===== config.mk =====
export PLATFORM = sky130hd
export DESIGN_NAME = mgpio_top
export DESIGN_NICKNAME = d
export VERILOG_FILES = /design/src/pkg/mgpio_pkg.sv /design/src/hw/mgpio_bank.sv /design/src/hw/mgpio_top.sv
export VERILOG_INCLUDE_DIRS = /design/src /design/src/pkg
export SDC_FILE = /design/constraint.sdc
export NUM_CORES = 1
export LEC_CHECK = 0
export BUFFER_PORTS_ARGS = -buffer_cell sky130_fd_sc_hd__buf_2
export CAP_MARGIN = 20
export CORE_ASPECT_RATIO = 1.5
export CORE_MARGIN = 8
export CORE_UTILIZATION = 56
export DETAILED_ROUTE_END_ITERATION = 12
export GPL_TIMING_DRIVEN = 0
export PLACE_DENSITY = 0.89
export SYNTH_ARGS = -nofsm -noshare
export SYNTH_HDL_FRONTEND = slang
export SYNTH_SLANG_ARGS = --single-unit
export TNS_END_PERCENT = 20

===== constraint.sdc =====
create_clock -name clk_i -period 2.11 [get_ports clk_i]
set_clock_uncertainty 0.05 [all_clocks]
set_input_delay 0.211 -clock clk_i [delete_from_list [all_inputs] [get_ports clk_i]]
set_output_delay 0.211 -clock clk_i [all_outputs]
set_load 0.01 [all_outputs]

===== src/pkg/mgpio_consts.svh =====
// offsets, field positions, reset values and timing counts of the gpio block
`ifndef MGPIO_CONSTS_SVH
`define MGPIO_CONSTS_SVH
// byte offsets of the two bank registers
`define MGPIO_BANK_A_OFS 4'h0
`define MGPIO_BANK_C_OFS 4'h4
// lsb of each 8-bit field inside a bank word
`define MGPIO_FSEL_LSB 24
`define MGPIO_DIR_LSB 16
`define MGPIO_SF_LSB 8
`define MGPIO_DATA_LSB 0
// lines per bank and register lanes
`define MGPIO_BANK_LINES 8
`define MGPIO_LANES 4
// reset value of a bank word
`define MGPIO_CTRL_RST 32'h0000_0000
// synchroniser depth for pin inputs
`define MGPIO_SYNC_STAGES 2
// bank A line positions of the serial functions
`define MGPIO_A_TXD 7
`define MGPIO_A_DTR 6
`define MGPIO_A_RTS 5
`define MGPIO_A_RXD 3
`define MGPIO_A_DSR 2
`define MGPIO_A_CTS 1
`define MGPIO_A_DCD 0
// bank C line positions
`define MGPIO_C_LED 6
`define MGPIO_C_SPARE 5
`endif


===== src/pkg/mgpio_pkg.sv =====
// types shared by the gpio block files
package mgpio_pkg;
	// one bank word, field order matches the byte lanes
	typedef struct packed {
		logic [7:0] pin_function_select;
		logic [7:0] pin_direction;
		logic [7:0] pin_special_function;
		logic [7:0] data;
	} mgpio_ctrl_type;
	// drive of one 8-line bank
	typedef struct packed {
		logic [7:0] level;
		logic [7:0] oe;
	} mgpio_drive_type;
	// one register bus request
	typedef struct packed {
		logic [3:0] address;
		logic read;
		logic write;
		logic [31:0] writedata;
		logic [3:0] byteenable;
	} mgpio_req_type;
endpackage


===== src/hw/mgpio_bank.sv =====
// storage of one bank control word with byte-lane writes
`timescale 1ns/1ps
`include "mgpio_consts.svh"
module mgpio_bank
	import mgpio_pkg::*;
#(
	parameter bit HAS_SF = 1'b1
) (
	// clock and reset
	input wire logic clk_i,
	input wire logic rst_n_i,
	// write port, one pulse per accepted write
	input wire logic wr_i,
	input wire logic [31:0] wdata_i,
	input wire logic [3:0] be_i,
	// stored control word
	output mgpio_ctrl_type ctrl_o
);
	logic [31:0] word_q; // stored word
	logic [31:0] word_d; // next word

	// merge enabled byte lanes
	always_comb begin
		word_d = word_q;
		for (int l = 0; l < `MGPIO_LANES; l++) begin
			if (wr_i && be_i[l]) begin
				word_d[l*8 +: 8] = wdata_i[l*8 +: 8];
			end
		end
		// bank without special function keeps that lane at zero
		if (!HAS_SF) begin
			word_d[`MGPIO_SF_LSB +: 8] = 8'h00;
		end
	end

	// register, clears to all-input on reset
	always_ff @(posedge clk_i or negedge rst_n_i) begin
		if (!rst_n_i) begin
			word_q <= `MGPIO_CTRL_RST;
		end else begin
			word_q <= word_d;
		end
	end

	assign ctrl_o = mgpio_ctrl_type'(word_q);
endmodule


===== src/hw/mgpio_top.sv =====
// sixteen-line gpio port in two banks behind an avalon-mm slave
// Behaviour
// - sixteen lines, two bank registers of eight
// - four bits per line, special bit bank C
// - all control bits zero gives gpio input
// - direction one alone gives gpio output
// - data reads pin level, write sets output
// - bank A bits 7,3 carry serial tx,rx
// - bank A 6,5,2,1,0 carry modem lines
// - bank C bit 6 green indicator, low lit
// - bank C bit 5 spare host line
`timescale 1ns/1ps
`include "mgpio_consts.svh"
module mgpio_top
	import mgpio_pkg::*;
#(
	parameter int BANK_LINES = `MGPIO_BANK_LINES,
	parameter int SYNC_STAGES = `MGPIO_SYNC_STAGES
) (
	// clock and reset
	input wire logic clk_i,
	input wire logic rst_n_i,
	// avalon-mm slave
	input wire logic [3:0] avs_address_i,
	input wire logic avs_read_i,
	input wire logic avs_write_i,
	input wire logic [31:0] avs_writedata_i,
	input wire logic [3:0] avs_byteenable_i,
	output logic [31:0] avs_readdata_o,
	output logic avs_waitrequest_o,
	// bank A pins
	input wire logic [7:0] pin_a_i,
	output logic [7:0] pin_a_o,
	output logic [7:0] pin_a_oe_o,
	// bank C pins
	input wire logic [7:0] pin_c_i,
	output logic [7:0] pin_c_o,
	output logic [7:0] pin_c_oe_o,
	// serial unit, outgoing functions
	input wire logic ser_txd_i,
	input wire logic ser_dtr_i,
	input wire logic ser_rts_i,
	// serial unit, incoming functions
	output logic ser_rxd_o,
	output logic ser_dsr_o,
	output logic ser_cts_o,
	output logic ser_dcd_o,
	// bank C alternate functions
	input wire logic [7:0] alt_c_i,
	output logic [7:0] alt_c_o,
	// board level status
	output logic led_green_on_o,
	output logic spare_line_level_o
);

	// elaboration checks
	// the register lanes hold exactly eight lines each
	if (BANK_LINES != 8) begin : g_bad_lines
		$error("mgpio_top: BANK_LINES must be 8");
	end
	// fewer than two stages would expose metastability
	if (SYNC_STAGES < 2) begin : g_bad_sync
		$error("mgpio_top: SYNC_STAGES must be at least 2");
	end

	// address decode, used by write and read paths
	// returns one-hot {bank C, bank A}, zero if unmapped
	function automatic logic [1:0] bank_sel(input logic [3:0] addr);
		logic [1:0] sel;
		sel = 2'b00;
		// low two bits ignored, words are aligned
		if ({addr[3:2], 2'b00} == `MGPIO_BANK_A_OFS) begin
			sel = 2'b01;
		end else if ({addr[3:2], 2'b00} == `MGPIO_BANK_C_OFS) begin
			sel = 2'b10;
		end
		return sel;
	endfunction

	// bus request bundle
	mgpio_req_type req;
	assign req.address = avs_address_i;
	assign req.read = avs_read_i;
	assign req.write = avs_write_i;
	assign req.writedata = avs_writedata_i;
	assign req.byteenable = avs_byteenable_i;

	// bus slave state
	logic ack_q; // answer phase of a request
	logic ack_d;
	logic [31:0] rdata_q; // captured read word
	logic [31:0] rdata_d;
	logic req_any; // read or write pending
	logic wr_fire; // write takes effect now
	logic [1:0] wr_sel; // target of a write
	logic [1:0] rd_sel; // target of a read

	// control words of both banks
	mgpio_ctrl_type ctrl_a;
	mgpio_ctrl_type ctrl_c;

	// synchronised pin levels
	logic [7:0] sync_a_q [SYNC_STAGES]; // stage 0 read only by stage 1
	logic [7:0] sync_a_d [SYNC_STAGES];
	logic [7:0] sync_c_q [SYNC_STAGES];
	logic [7:0] sync_c_d [SYNC_STAGES];
	logic [7:0] lvl_a; // settled bank A level
	logic [7:0] lvl_c; // settled bank C level

	// pin drive registers
	mgpio_drive_type drv_a_q;
	mgpio_drive_type drv_a_d;
	mgpio_drive_type drv_c_q;
	mgpio_drive_type drv_c_d;

	// per-line alternate function sources
	logic [7:0] alt_out_a; // serial outputs on bank A lines
	logic [7:0] gp_a; // bank A line in gpio mode
	logic [7:0] gp_c; // bank C line in gpio mode

	// board status registers
	logic led_q;
	logic led_d;
	logic spare_q;
	logic spare_d;

	// handshake
	// every request waits exactly one cycle; the answer edge is
	// the only edge that commits a write, so a held request is
	// never applied twice
	assign req_any = req.read | req.write;
	assign avs_waitrequest_o = req_any & ~ack_q;
	assign wr_fire = req.write & ack_q;
	assign wr_sel = bank_sel(req.address) & {2{wr_fire}};
	assign rd_sel = bank_sel(req.address);

	// bus slave next state
	always_comb begin
		ack_d = req_any & ~ack_q;
		rdata_d = rdata_q;
		// capture in the wait cycle so data stand at the answer edge
		if (req.read && !ack_q) begin
			unique case (rd_sel)
				2'b01: begin
					// bank A has no special-function lane
					rdata_d = {ctrl_a.pin_function_select, ctrl_a.pin_direction,
						8'h00, lvl_a};
				end
				2'b10: begin
					rdata_d = {ctrl_c.pin_function_select, ctrl_c.pin_direction,
						ctrl_c.pin_special_function, lvl_c};
				end
				default: begin
					// unmapped address reads zero
					rdata_d = 32'h0000_0000;
				end
			endcase
		end
	end

	// bus slave registers
	always_ff @(posedge clk_i or negedge rst_n_i) begin
		if (!rst_n_i) begin
			ack_q <= 1'b0;
			rdata_q <= 32'h0000_0000;
		end else begin
			ack_q <= ack_d;
			rdata_q <= rdata_d;
		end
	end

	assign avs_readdata_o = rdata_q;

	// bank A storage, no special-function lane
	mgpio_bank #(
		.HAS_SF(1'b0)
	) u_bank_a (
		.clk_i(clk_i),
		.rst_n_i(rst_n_i),
		.wr_i(wr_sel[0]),
		.wdata_i(req.writedata),
		.be_i(req.byteenable),
		.ctrl_o(ctrl_a)
	);

	// bank C storage, with special-function lane
	mgpio_bank #(
		.HAS_SF(1'b1)
	) u_bank_c (
		.clk_i(clk_i),
		.rst_n_i(rst_n_i),
		.wr_i(wr_sel[1]),
		.wdata_i(req.writedata),
		.be_i(req.byteenable),
		.ctrl_o(ctrl_c)
	);

	// input synchroniser next state
	// pins are asynchronous; only the last stage feeds logic
	always_comb begin
		sync_a_d[0] = pin_a_i;
		sync_c_d[0] = pin_c_i;
		for (int s = 1; s < SYNC_STAGES; s++) begin
			sync_a_d[s] = sync_a_q[s-1];
			sync_c_d[s] = sync_c_q[s-1];
		end
	end

	// input synchroniser registers
	always_ff @(posedge clk_i or negedge rst_n_i) begin
		if (!rst_n_i) begin
			for (int s = 0; s < SYNC_STAGES; s++) begin
				sync_a_q[s] <= 8'h00;
				sync_c_q[s] <= 8'h00;
			end
		end else begin
			for (int s = 0; s < SYNC_STAGES; s++) begin
				sync_a_q[s] <= sync_a_d[s];
				sync_c_q[s] <= sync_c_d[s];
			end
		end
	end

	assign lvl_a = sync_a_q[SYNC_STAGES-1];
	assign lvl_c = sync_c_q[SYNC_STAGES-1];

	// serial outputs mapped to their bank A lines
	// reserved and incoming lines carry no source
	always_comb begin
		alt_out_a = 8'h00;
		alt_out_a[`MGPIO_A_TXD] = ser_txd_i;
		alt_out_a[`MGPIO_A_DTR] = ser_dtr_i;
		alt_out_a[`MGPIO_A_RTS] = ser_rts_i;
	end

	// per-line drive logic
	// a line is gpio when select and special bits are zero;
	// otherwise its alternate function owns the level and the
	// direction bit still gates the driver
	for (genvar i = 0; i < BANK_LINES; i++) begin : g_line
		assign gp_a[i] = ~ctrl_a.pin_function_select[i];
		assign gp_c[i] = ~ctrl_c.pin_function_select[i]
			& ~ctrl_c.pin_special_function[i];

		// bank A line
		always_comb begin
			// driver on only for direction one
			drv_a_d.oe[i] = ctrl_a.pin_direction[i];
			if (gp_a[i]) begin
				// gpio output takes the data bit
				drv_a_d.level[i] = ctrl_a.data[i];
			end else begin
				// function mode takes the serial unit
				drv_a_d.level[i] = alt_out_a[i];
			end
		end

		// bank C line
		always_comb begin
			drv_c_d.oe[i] = ctrl_c.pin_direction[i];
			if (gp_c[i]) begin
				drv_c_d.level[i] = ctrl_c.data[i];
			end else begin
				drv_c_d.level[i] = alt_c_i[i];
			end
		end
	end

	// pin drive registers
	// registered so pins never glitch on a partial lane write
	always_ff @(posedge clk_i or negedge rst_n_i) begin
		if (!rst_n_i) begin
			// all lines released, every line an input
			drv_a_q <= '0;
			drv_c_q <= '0;
		end else begin
			drv_a_q <= drv_a_d;
			drv_c_q <= drv_c_d;
		end
	end

	assign pin_a_o = drv_a_q.level;
	assign pin_a_oe_o = drv_a_q.oe;
	assign pin_c_o = drv_c_q.level;
	assign pin_c_oe_o = drv_c_q.oe;

	// incoming serial functions come straight from the
	// synchroniser, whatever mode the line is in, so the
	// serial unit must ignore them while a line is gpio
	assign ser_rxd_o = lvl_a[`MGPIO_A_RXD];
	assign ser_dsr_o = lvl_a[`MGPIO_A_DSR];
	assign ser_cts_o = lvl_a[`MGPIO_A_CTS];
	assign ser_dcd_o = lvl_a[`MGPIO_A_DCD];
	assign alt_c_o = lvl_c;

	// board status next state
	always_comb begin
		// indicator lit while its line drives low
		led_d = drv_c_q.oe[`MGPIO_C_LED] & ~drv_c_q.level[`MGPIO_C_LED];
		// spare line level for a soft-reset watcher
		spare_d = lvl_c[`MGPIO_C_SPARE];
	end

	// board status registers
	always_ff @(posedge clk_i or negedge rst_n_i) begin
		if (!rst_n_i) begin
			led_q <= 1'b0;
			spare_q <= 1'b0;
		end else begin
			led_q <= led_d;
			spare_q <= spare_d;
		end
	end

	assign led_green_on_o = led_q;
	assign spare_line_level_o = spare_q;
endmodule


# Word-level counts from Yosys, hierarchy flattened
# Cells that the tools add are included.
[word_totals]
register_bits = 155
inputBits = 71
elab_cells = 82
[op_classes]
n_eq_ne = 3
n_mux = 19
bitwise_logic = 31
n_reduce_logical = 10
[ops]
columns = ["operator", "count"]
rows = [
  ["32-bit case mux with 2 select lines", 1],
  ["1-bit NOT", 18],
  ["1-bit 2-to-1 mux", 16],
  ["1-bit bitwise AND", 11],
  ["1-bit logical AND", 8],
  ["2-bit by 1-bit == test with 1-bit output, second input constant", 2],
  ["2-bit 2-to-1 mux", 2],
  ["2-bit bitwise AND", 1],
  ["2-bit == test, second input constant", 1],
  ["2-bit zero test", 1],
  ["1-bit zero test", 1],
  ["1-bit bitwise OR", 1],
]

# Depth between registers and ports, before layout
# Gate-level depths: netlist (run 1).
[logic_depth]
depth_word = 5
depth_mapped = 5
depth_no_buf = 3

# By module
# Synthesis (run 1) repeated with hierarchy kept, for this count alone.
[hier_totals]
cells_unflattened = 326
hier_area_um2 = 5620.4
[by_module_without_submodules]
columns = ["module", "instances", "cells_each", "area_per_inst_um2"]
rows = [
  ["mgpio_top", 1, 198, 3480.8],
  ["mgpio_bank (u_bank_c)", 1, 68, 1186.1],
  ["mgpio_bank (u_bank_a)", 1, 60, 953.4],
]

# Worst setup path before layout (run 1)
# No wires, ideal clock.
[synth_path]
path_kind = "register to register"
from = "reg ack_q"
to = "reg rdata_q[16] (netlist: avs_readdata_o[16])"
setup_time_ps = 83
arrival_ps = 1203
required_time_ps = 1977
setup_slack_ps = 774
stages_incl_launch_ff = 6
path_buffers = 2
path_cell_list = "dfrtp_1 -> nand2b_1 -> buf_2 -> or2_1 -> buf_2 -> o21ai_0"
[synth_via]
elab_chain_len = 2
[synth_lines]
columns = ["item", "line_no", "text"]
rows = [
  ["start: declaration", "mgpio_top.sv:89", "logic ack_q;"],
  ["start signal: assignment", "mgpio_top.sv:167", "ack_q <= ack_d;"],
  ["1-bit zero test", "mgpio_top.sv:142", "if (req.read && !ack_q) begin"],
  ["1-bit logical AND", "mgpio_top.sv:142", ""],
  ["end signal: assignment", "mgpio_top.sv:168", "rdata_q <= rdata_d;"],
  ["end: declaration", "mgpio_top.sv:91", "logic [31:0] rdata_q;"],
]
# Every way passes these cells.
# A chain may end at the register's enable or synchronous reset.

# Worst setup path after layout (run 1)
[layout_path]
from = "reg ack_q"
to = "reg rdata_q[12] (netlist: avs_readdata_o[12])"
# The elaborated chain is that of the path after synthesis.

==> results of run 1 <==
==> metrics by stage <==
stage          hold WS (ns)  instance area [um^2]  util (%)  setup WS, ns
3_5_place_dp         0.2526                  6412     66.56        0.3895
4_1_cts             0.01130                  7566     78.53        0.3668
3_3_place_gp         0.2684                  6379     66.21        -1.191
5_1_grt             0.04597                  7571     78.58        0.2553
2_1_floorplan       -0.1346                  5504         -        0.7743
6_report            0.03767                  7571     78.58        0.3258
==> path summary, 6_finish.rpt <==
check / to / start / slack, ns
min reg2reg: lvl_a[7]$_DFF_PN0_ / sync_a_d[7]$_DFF_PN0_ / 0.30
max: avs_readdata_o[12]$_DFFE_PN0P_ / ack_q$_DFF_PN0_ / 0.33
max reg2reg: avs_readdata_o[12]$_DFFE_PN0P_ / ack_q$_DFF_PN0_ / 0.33
min: ack_q$_DFF_PN0_ / avs_read_i / 0.04
max in group asynchronous: avs_readdata_o[4]$_DFFE_PN0P_ / rst_n_i / 0.81
min in group asynchronous: pin_c_o[5]$_DFF_PN0_ / rst_n_i / 0.33
==> logic make-up (layout without fill, tap and decap cells) <==
| family | after synthesis | after routing | synth area share [%] |
|---|---|---|---|
| flip-flops | 155 | 155 | 70.47 |
| multiplexers | 91 | 91 | 19.71 |
| AND/OR/NAND/NOR | 52 | 52 | 5.365 |
| AO/OA/AOI/OAI | 32 | 32 | 3.455 |
| buffers and inverters | 10 | 249 | 1.000 |
| other | 0 | 2 | 0 |
==> power breakdown <==
group          switching [W]  total (W)  internal [W]
combinational       0.000683    0.00147      0.000788
clock                0.00115    0.00282       0.00167
sequential          0.000369    0.00397       0.00360
total                0.00220    0.00826       0.00606
==> sequential cells by signal, indices dropped and copies added, names as in the netlist <==
signal and flops:
ack_q 1, alt_c_o 8, led_green_on_o 1, u_bank_a.ctrl_o 24
lvl_a 8, pin_c_o 8, u_bank_c.ctrl_o 32, pin_c_oe_o 8
sync_a_d 8, pin_a_oe_o 8, pin_a_o 8, sync_c_d 8
spare_line_level_o 1, avs_readdata_o 32
==> cell type report <==
type	instances	area share (%)
Sequential cell	155	51.23
Multi-Input combinational cell	175	20.74
Timing Repair Buffer	207	18.03
Clock buffer	20	6.032
Tap cell	115	1.901
Clock inverter	12	1.273
Buffer	10	0.7272
Antenna cell	2	0.06610
==> worst max-delay path: stages, from the launching register on <==
cell	delay, ns
dfrtp_1	0.40
nand2b_1	0.14
buf_2	0.17
nor3b_2	0.66
a22o_1	0.29
==> metal layers <==
metal	GRT usage, %	up-vias	part of all wire, %
met5	0	-	0
met2	39.09	133	55
met3	6.978	41	5.1
li1	-	1624	-
met1	22.38	1876	35
met4	14.08	0	4.4
==> synth_stat cells <==
| cell | instances |
|---|---|
| dfrtp_1 | 155 |
| mux2_1 | 32 |
| nor3b_2 | 1 |
| mux2_2 | 11 |
| a22o_1 | 8 |
| buf_2 | 5 |
| nand2_4 | 7 |
| o21ai_0 | 20 |
| and4bb_4 | 1 |
| buf_6 | 1 |
| or2_1 | 1 |
| mux2i_1 | 24 |
| nand2b_1 | 1 |
| buf_4 | 1 |
| and4b_1 | 1 |
| o21ai_1 | 4 |
| nand2_1 | 24 |
| nor2b_1 | 6 |
| mux2_4 | 24 |
| clkbuf_1 | 3 |
| nor2_1 | 10 |
==> metrics.yaml, run 1 <==
sta:
  hold_violations: 0
  finalSetupViolations: 0
  period_needed_ns: 1.784
  worst_pin_slew_ns: 0.7593
  fmax_mhz: 560.5
  slew-limit-headroom_pct: 49.16
  fin_crit_sh_pct: 84.56
  fin_setup_tns_ns: 0
  rsz0062_at_grt: "false"
  slew_violations: 0
clock_network:
  cts_buffers: 17
  ctsResizeCount: 0
  holdBufCountCts: 60
  clk_latency_ns: 0.42
  htreeDepth: 4
  root_buffer: "clkbuf_16"
  clock-sinks: 155
  cts_setup_buffers: 0
  clkSlewWorstSetupHoldPaths_ns: 0.06
  cts_tree: "yes"
  cts_max_path_buffers: 2
synthesis:
  postSynthAreaPerCell_um2: 16.19
  yosysTopAreaCellShare_pct: 70.47
  synth.top_cells.by_area: "dfrtp_1 (70%), mux2_1 (6.5%), mux2_4 (6.5%), mux2i_1 (4.4%), mux2_2 (2.3%)"
  synth_nets: 411
  synth_cell_types: 21
  ys_seq_area_share_pct: 70.47
  syn-instance-count: 340
  synth-seq-cells: 155
  synth_top_cell_by_area: "dfrtp_1"
  synthesis.area_mm2: 0.005504
  yosys_warnings: 0
setup_path:
  reg2reg_depth: 4
  cp.required_ns: 2.40
  start_kind: "flip-flop"
  critPathMaxFanout: 8
  critPathCaptureType: "flip-flop"
  path_class: "reg2reg"
  cp.arrival_ns: 2.08
cells_and_area:
  final_cell_mix: "dfrtp_1 (155), buf_2 (150), dlygate4sd3_1 (60), mux2_1 (32)"
  multi_input_area_mm2: 0.001570
  fill_cells: 537
  syn2layout_area_growth_pct: 37.55
  final_common_cell: "dfrtp_1"
  fin_nets: 637
  stdcell_count: 696
  regArea_mm2: 0.003879
  drive_gt1_share_pct: 39.55
placement:
  dp_cells: 602
  routabilityCongestion: 0.7725
  io_buffers: 146
  dp_hpwl_um: 9011
die:
  die_width_um: 96.95
  die_y_um: 137.4
  io_pins: 150
  start_util_pct: 57.13
  dieArea_mm2: 0.01332
  design.core.area_mm2: 0.009634
  num_rows: 44
route:
  viasPerCell: 5.279
  drt-initial-drc-count: 186
  vias: 3674
  drcViolationCount: 0
  ant_nets: 0
  drt_pass1_iterations: 5
  routed_wl_um: 14330
  route.detailed.wl_per_inst_um: 20.59
power:
  ir_worst_vdd_v: 0.0008325
  power_density_mw_per_mm2: 1092
  power_w: 0.008264
  p_leak_nw: 3.896
global_route:
  grt_max_degree: 84
  grt.total_usage_pct: 22.17
  grt_first_pass_wirelength_um: 22250
  antenna_found_initial: 2
  grt_pass1_vias: 4106
  overflow: 0
hold_path:
  hold_depth: 3
  hold_path_class: "in2reg"
job:
  maxCapViolations: 0
outcome:
  outcome: "complete, no violations"
Power figures use the tool's default switching activity.
==> inputs of run 2 (changes only) <==
CORE_UTILIZATION = 52   (was 56)
PLACE_DENSITY = 0.84   (was 0.89)
clock period = 1.8 ns   (was 2.11 ns; I/O delays follow)
==> metrics.yaml, run 2 (same netlist as run 1, synthesis figures left out) <==
clock_network:
  cts_tree: "yes"  # unchanged
  cts_setup_buffers: 0  # unchanged
  ctsResizeCount: 0  # unchanged
  cts_buffers: 17  # unchanged
  holdBufCountCts: 61  # was 60
  clock-sinks: 155  # unchanged
  htreeDepth: 4  # unchanged
  clk_latency_ns: 0.41  # was 0.42 ns
  cts_max_path_buffers: 2  # unchanged
  root_buffer: "clkbuf_16"  # unchanged
  clkSlewWorstSetupHoldPaths_ns: 0.06  # about the same
placement:
  dp_hpwl_um: 9177  # was 9011 um
  routabilityCongestion: 0.7644  # was 0.7725
  dpl_worst_slack_ns: 0.09220  # was 0.3895 ns
  io_buffers: 146  # unchanged
sta:
  worst_pin_slew_ns: 0.7651  # was 0.7593 ns
  slew_violations: 0  # unchanged
  slew-limit-headroom_pct: 48.99  # was 49.16%
  fin_crit_sh_pct: 94.66  # was 84.56%
  rsz0062_at_grt: "false"  # unchanged
  period_needed_ns: 1.704  # was 1.784 ns
  hold_violations: 0  # unchanged
  fmax_mhz: 586.9  # was 560.5 MHz
  finalSetupViolations: 0  # unchanged
  setup_slack_ns: 0.09606  # was 0.3258 ns
  fin_setup_tns_ns: 0  # unchanged
setup_path:
  reg2reg_depth: 4  # unchanged
  critPathMaxFanout: 8  # unchanged
  slowest_stage: "nor3b_2"  # unchanged
  path_class: "reg2reg"  # unchanged
  cp_slowest_stage_delay_ns: 0.63  # was 0.66 ns
  crit_family: "simple AND/OR/NAND/NOR gates"  # unchanged
  critPathCaptureType: "flip-flop"  # unchanged
  start_kind: "flip-flop"  # unchanged
  path_cells: "nand2b_1 -> buf_2 -> nor3b_2 -> a22o_1"  # unchanged
  cp.required_ns: 2.10  # was 2.40 ns
  cp_num_buf_inv: 1  # unchanged
  r2r_slack_ns: 0.1  # was 0.33 ns
  r2r_end: "avs_readdata_o[12]$_DFFE_PN0P_"  # unchanged
  r2r_start: "ack_q$_DFF_PN0_"  # unchanged
  cp.arrival_ns: 2.00  # was 2.08 ns
global_route:
  grt_first_pass_wirelength_um: 22200  # was 22,250 um
  antenna_found_initial: 1  # was 2
  grt.total_usage_pct: 20.85  # was 22.17%
  grt_pass1_vias: 4157  # was 4,106
  grt_max_degree: 85  # was 84
  overflow: 0  # unchanged
die:
  die_y_um: 142.0  # was 137.4 um
  num_rows: 46  # was 44
  io_pins: 150  # unchanged
  design.core.area_mm2: 0.01048  # was 0.009634 mm^2
  dieArea_mm2: 0.01420  # was 0.01332 mm^2
  start_util_pct: 52.54  # was 57.13%
  die_width_um: 100  # was 96.95 um
cells_and_area:
  drive_gt1_share_pct: 39.66  # was 39.55%
  multi_input_area_mm2: 0.001570  # unchanged
  fill_cells: 663  # was 537
  final_common_cell: "dfrtp_1"  # unchanged
  syn2layout_area_growth_pct: 39.42  # was 37.55%
  fin_nets: 638  # was 637
  regArea_mm2: 0.003879  # unchanged
  final_cell_mix: "dfrtp_1 (155), buf_2 (150), dlygate4sd3_1 (61), mux2_1 (32)"  # was dfrtp_1 (155), buf_2 (150), dlygate4sd3_1 (60), mux2_1 (32)
route:
  drt-initial-drc-count: 131  # was 186
  ant_nets: 0  # unchanged
  drt_pass1_iterations: 4  # was 5
  route.detailed.wl_per_inst_um: 19.14  # was 20.59 um
  drcViolationCount: 0  # unchanged
  vias: 3613  # was 3,674
  routed_wl_um: 13880  # was 14,330 um
  viasPerCell: 4.983  # was 5.279
power:
  power_w: 0.01002  # was 0.008264 W
  ir_worst_vdd_v: 0.0008906  # was 0.0008325 V
  power_density_mw_per_mm2: 1305  # was 1092 mW/mm^2
  p_leak_nw: 3.922  # was 3.896 nW
job:
  maxCapViolations: 0  # unchanged
hold_path:
  hold_depth: 3  # unchanged
  hold_path_class: "in2reg"  # unchanged
  min-delay-start: "avs_write_i"  # was avs_read_i
  min_to: "ack_q$_DFF_PN0_"  # unchanged
outcome:
  outcome: "complete, no violations"  # unchanged
==> run 2: changes by cell type in the layout (fill, tap and decap cells not counted) <==
cell / before / now
clkinv_2: 7 / 2
inv_8: 0 / 1
bufinv_16: 1 / 3
clkbuf_8: 2 / 0
inv_6: 1 / 6
dlygate4sd3_1: 60 / 61
diode_2: 2 / 1
clkbuf_1: 4 / 3
==> run 2: final cells by class <==
type / instances / area share, %
diodes: 1 / 0.03261
plain buffers: 10 / 0.7174
clock buffers: 17 / 5.544
clock inverters: 15 / 2.429
multi-input cells: 175 / 20.46
flip-flops and latches: 155 / 50.55
well taps: 144 / 2.348
repair buffers: 208 / 17.92
==> run 2: worst register-to-register path, stage by stage, from the launching register on <==
cell and delay [ns]:
dfrtp_1 0.40, nand2b_1 0.15, buf_2 0.16, nor3b_2 0.63, a22o_1 0.25
==> run 2: per-stage QoR <==
step                utilization, %  instance area, um^2  std cells  hold slack [ns]
finish                       73.26                 7674        725          0.02720
global route                 73.26                 7674        725          0.03161
CTS                          73.23                 7671        724         0.006304
detailed placement           61.56                 6449        631           0.2272
global placement             61.24                 6415        630           0.2377
floorplan                        -                 5504        340          -0.1656
==> run 2: metal layers <==
layer / global-route usage (%) / vias to the layer above / routed length [um]
met5: 0 / - / 0
met4: 10.56 / 0 / 511
met3: 6.758 / 40 / 784
met2: 36.98 / 115 / 7523
met1: 21.27 / 1826 / 5060
li1: - / 1632 / -
==> run 2: how the worst max path moves through the flow <==
stage                                                end  cells after the start             from  slack, ns
after floorplan           avs_readdata_o[16]$_DFFE_PN0P_                      5  ack_q$_DFF_PN0_       0.46
after global placement             sync_c_d[5]$_DFF_PN0_                      1          rst_n_i      -1.46
after detailed placement  avs_readdata_o[13]$_DFFE_PN0P_                      4  ack_q$_DFF_PN0_       0.09
after CTS                 avs_readdata_o[11]$_DFFE_PN0P_                      4  ack_q$_DFF_PN0_       0.06
after global routing      avs_readdata_o[12]$_DFFE_PN0P_                      4  ack_q$_DFF_PN0_      0.007
final                     avs_readdata_o[12]$_DFFE_PN0P_                      4  ack_q$_DFF_PN0_        0.1
==> run 2: power breakdown <==
| group | internal, W | total, W | switching, W |
|---|---|---|---|
| clock | 0.00221 | 0.00365 | 0.00144 |
| sequential | 0.00422 | 0.00464 | 0.000420 |
| combinational | 0.000926 | 0.00172 | 0.000798 |
==> inputs of run 3 (changes only) <==
SETUP_SLACK_MARGIN = 0.15   (was not set)
==> metrics.yaml, run 3 (same netlist as run 1, synthesis figures left out) <==
die:
  die_y_um: 142.0  # unchanged
  start_util_pct: 52.54  # unchanged
  io_pins: 150  # unchanged
  num_rows: 46  # unchanged
  dieArea_mm2: 0.01420  # unchanged
  die_width_um: 100  # unchanged
  design.core.area_mm2: 0.01048  # unchanged
power:
  p_leak_nw: 3.929  # was 3.922 nW
  p_int_w: 0.007361  # was 0.007358 W
  pwr-share-comb_pct: 17.3  # was 17.2%
  ir_worst_vdd_v: 0.0008906  # about the same
  switchingPower_w: 0.002656  # was 0.002659 W
  clkPwrFrac_pct: 36.4  # about the same
  seq_power_share_pct: 46.3  # about the same
  switching_share_pct: 26.51  # was 26.54%
  power_density_mw_per_mm2: 1303  # was 1305 mW/mm^2
  power_w: 0.01002  # about the same
setup_path:
  path_cells: "dlygate4sd3_1 -> buf_2 -> nand2b_1 -> buf_2 -> clkbuf_1 -> nand2_1 -> o21ai_0"  # was nand2b_1 -> buf_2 -> nor3b_2 -> a22o_1
  r2r_start: "ack_q$_DFF_PN0_"  # unchanged
  path_common_cell: "buf_2"
  cp.required_ns: 2.08  # was 2.10 ns
  cp_slowest_stage_delay_ns: 0.55  # was 0.63 ns
  startpoint: "avs_read_i"  # was ack_q$_DFF_PN0_
  critPathMaxFanout: 10  # was 8
  critPathCaptureType: "flip-flop"  # unchanged
  slowest_stage: "dlygate4sd3_1"  # was nor3b_2
  start_kind: "primary input"  # was flip-flop
  cp.arrival_ns: 1.86  # was 2.00 ns
  path_class: "in2reg"  # was reg2reg
route:
  route.detailed.wl_per_inst_um: 19.16  # was 19.14 um
  drt-initial-drc-count: 121  # was 131
  routed_wl_um: 13890  # was 13,880 um
  vias: 3602  # was 3,613
  viasPerCell: 4.968  # was 4.983
  drcViolationCount: 0  # unchanged
  drt_pass1_iterations: 5  # was 4
  ant_nets: 0  # unchanged
sta:
  hold_violations: 0  # unchanged
  worst_pin_slew_ns: 0.7663  # was 0.7651 ns
  fin_setup_tns_ns: 0  # unchanged
  period_needed_ns: 1.581  # was 1.704 ns
  slew_violations: 0  # unchanged
  rsz0062_at_grt: "true"  # was false
  finalSetupViolations: 0  # unchanged
  fmax_mhz: 632.4  # was 586.9 MHz
  slew-limit-headroom_pct: 48.91  # was 48.99%
  fin_crit_sh_pct: 87.85  # was 94.66%
global_route:
  antenna_found_initial: 1  # unchanged
  met3_usage_pct: 6.758  # unchanged
  grt.total_usage_pct: 20.86  # was 20.85%
  grt_first_pass_wirelength_um: 22220  # was 22,200 um
  grt_util_met1_pct: 21.40  # was 21.27%
  overflow: 0  # unchanged
  met2_usage_pct: 36.87  # was 36.98%
  grt_max_degree: 85  # unchanged
  busiest_layer: "met2"  # unchanged
  grt_pass1_vias: 4157  # unchanged
cells_and_area:
  drive_gt1_share_pct: 39.83  # was 39.66%
  final_common_cell: "dfrtp_1"  # unchanged
  fin_nets: 638  # unchanged
  stdcell_count: 725  # unchanged
  final_cell_mix: "dfrtp_1 (155), buf_2 (149), dlygate4sd3_1 (61), mux2_1 (32)"  # was dfrtp_1 (155), buf_2 (150), dlygate4sd3_1 (61), mux2_1 (32)
  syn2layout_area_growth_pct: 39.62  # was 39.42%
job:
  maxCapViolations: 0  # unchanged
clock_network:
  cts_tree: "yes"  # unchanged
  htreeDepth: 4  # unchanged
  clk_latency_ns: 0.41  # about the same
  cts_max_path_buffers: 2  # unchanged
  cts_setup_buffers: 0  # unchanged
  clkSlewWorstSetupHoldPaths_ns: 0.06  # about the same
  root_buffer: "clkbuf_16"  # unchanged
  clock-sinks: 155  # unchanged
  cts_buffers: 17  # unchanged
placement:
  io_buffers: 146  # unchanged
  dp_cells: 631  # unchanged
  dp_hpwl_um: 9177  # unchanged
  routabilityCongestion: 0.7644  # unchanged
hold_path:
  min-delay-start: "avs_write_i"  # unchanged
  hold_path_class: "in2reg"  # unchanged
outcome:
  outcome: "complete, no violations"  # unchanged
## run 3: path summary, 6_finish.rpt
path / slack (ns) / depth (start not counted) / endpoint
hold reg to reg: 0.30 / 0 / alt_c_o[5]$_DFF_PN0_
setup reg to reg: 0.25 / 5 / avs_readdata_o[28]$_DFFE_PN0P_
min in group asynchronous: 0.32 / 2 / u_bank_a.ctrl_o[5]$_DFFE_PN0P_
hold / removal: 0.03 / 3 / ack_q$_DFF_PN0_
max in group asynchronous: 0.59 / 3 / avs_readdata_o[19]$_DFFE_PN0P_
setup / recovery: 0.22 / 7 / avs_readdata_o[28]$_DFFE_PN0P_
## run 3: power by group through the flow
stage	Clock [W]	Combinational (W)	Sequential, W
floorplan	0	0.000726	0.00478
global placement	0	0.00154	0.00463
detailed placement	0	0.00162	0.00469
CTS	0.00371	0.00174	0.00463
global route	0.00386	0.00188	0.00472
finish	0.00365	0.00173	0.00464
## run 3: worst max-delay path: cells and delay by family
kind,cells,cell delay (ns)
compound gates,1,0.11
buf+inv,4,1.37
simple gates,2,0.18
## run 3: layout make-up
type	instances	area (um^2)
Multi-Input combinational cell	175	1579
Sequential cell	155	3879
Clock buffer	17	425.4
Clock inverter	15	186.4
Buffer	10	57.56
Antenna cell	1	2.502
Timing Repair Buffer	208	1375
Fill cell	661	2790
Tap cell	144	180.2
## run 3: through the flow
stage | setup WS, ns | hold slack [ns] | util, % | area [um^2]
final | 0.2187 | 0.02882 | 73.36 | 7685
after global routing | 0.1188 | 0.03161 | 73.36 | 7685
after CTS | 0.1712 | 0.006304 | 73.29 | 7677
after detailed placement | 0.09220 | 0.2272 | 61.56 | 6449
after global placement | -1.463 | 0.2377 | 61.24 | 6415
after floorplan | 0.4643 | -0.1656 | - | 5504
## run 3: per-layer routing
layer	routed length (um)	up-vias
li1	-	1634
met1	5012	1810
met2	7550	119
met3	836	39
met4	491	0
met5	0	-
## run 3: repair_timing
item,in CTS,in global routing
setup endpoints to repair,8,17
endpoints found under the hold margin,167,0
gates resized for setup,1,2
hold buffers,61,0
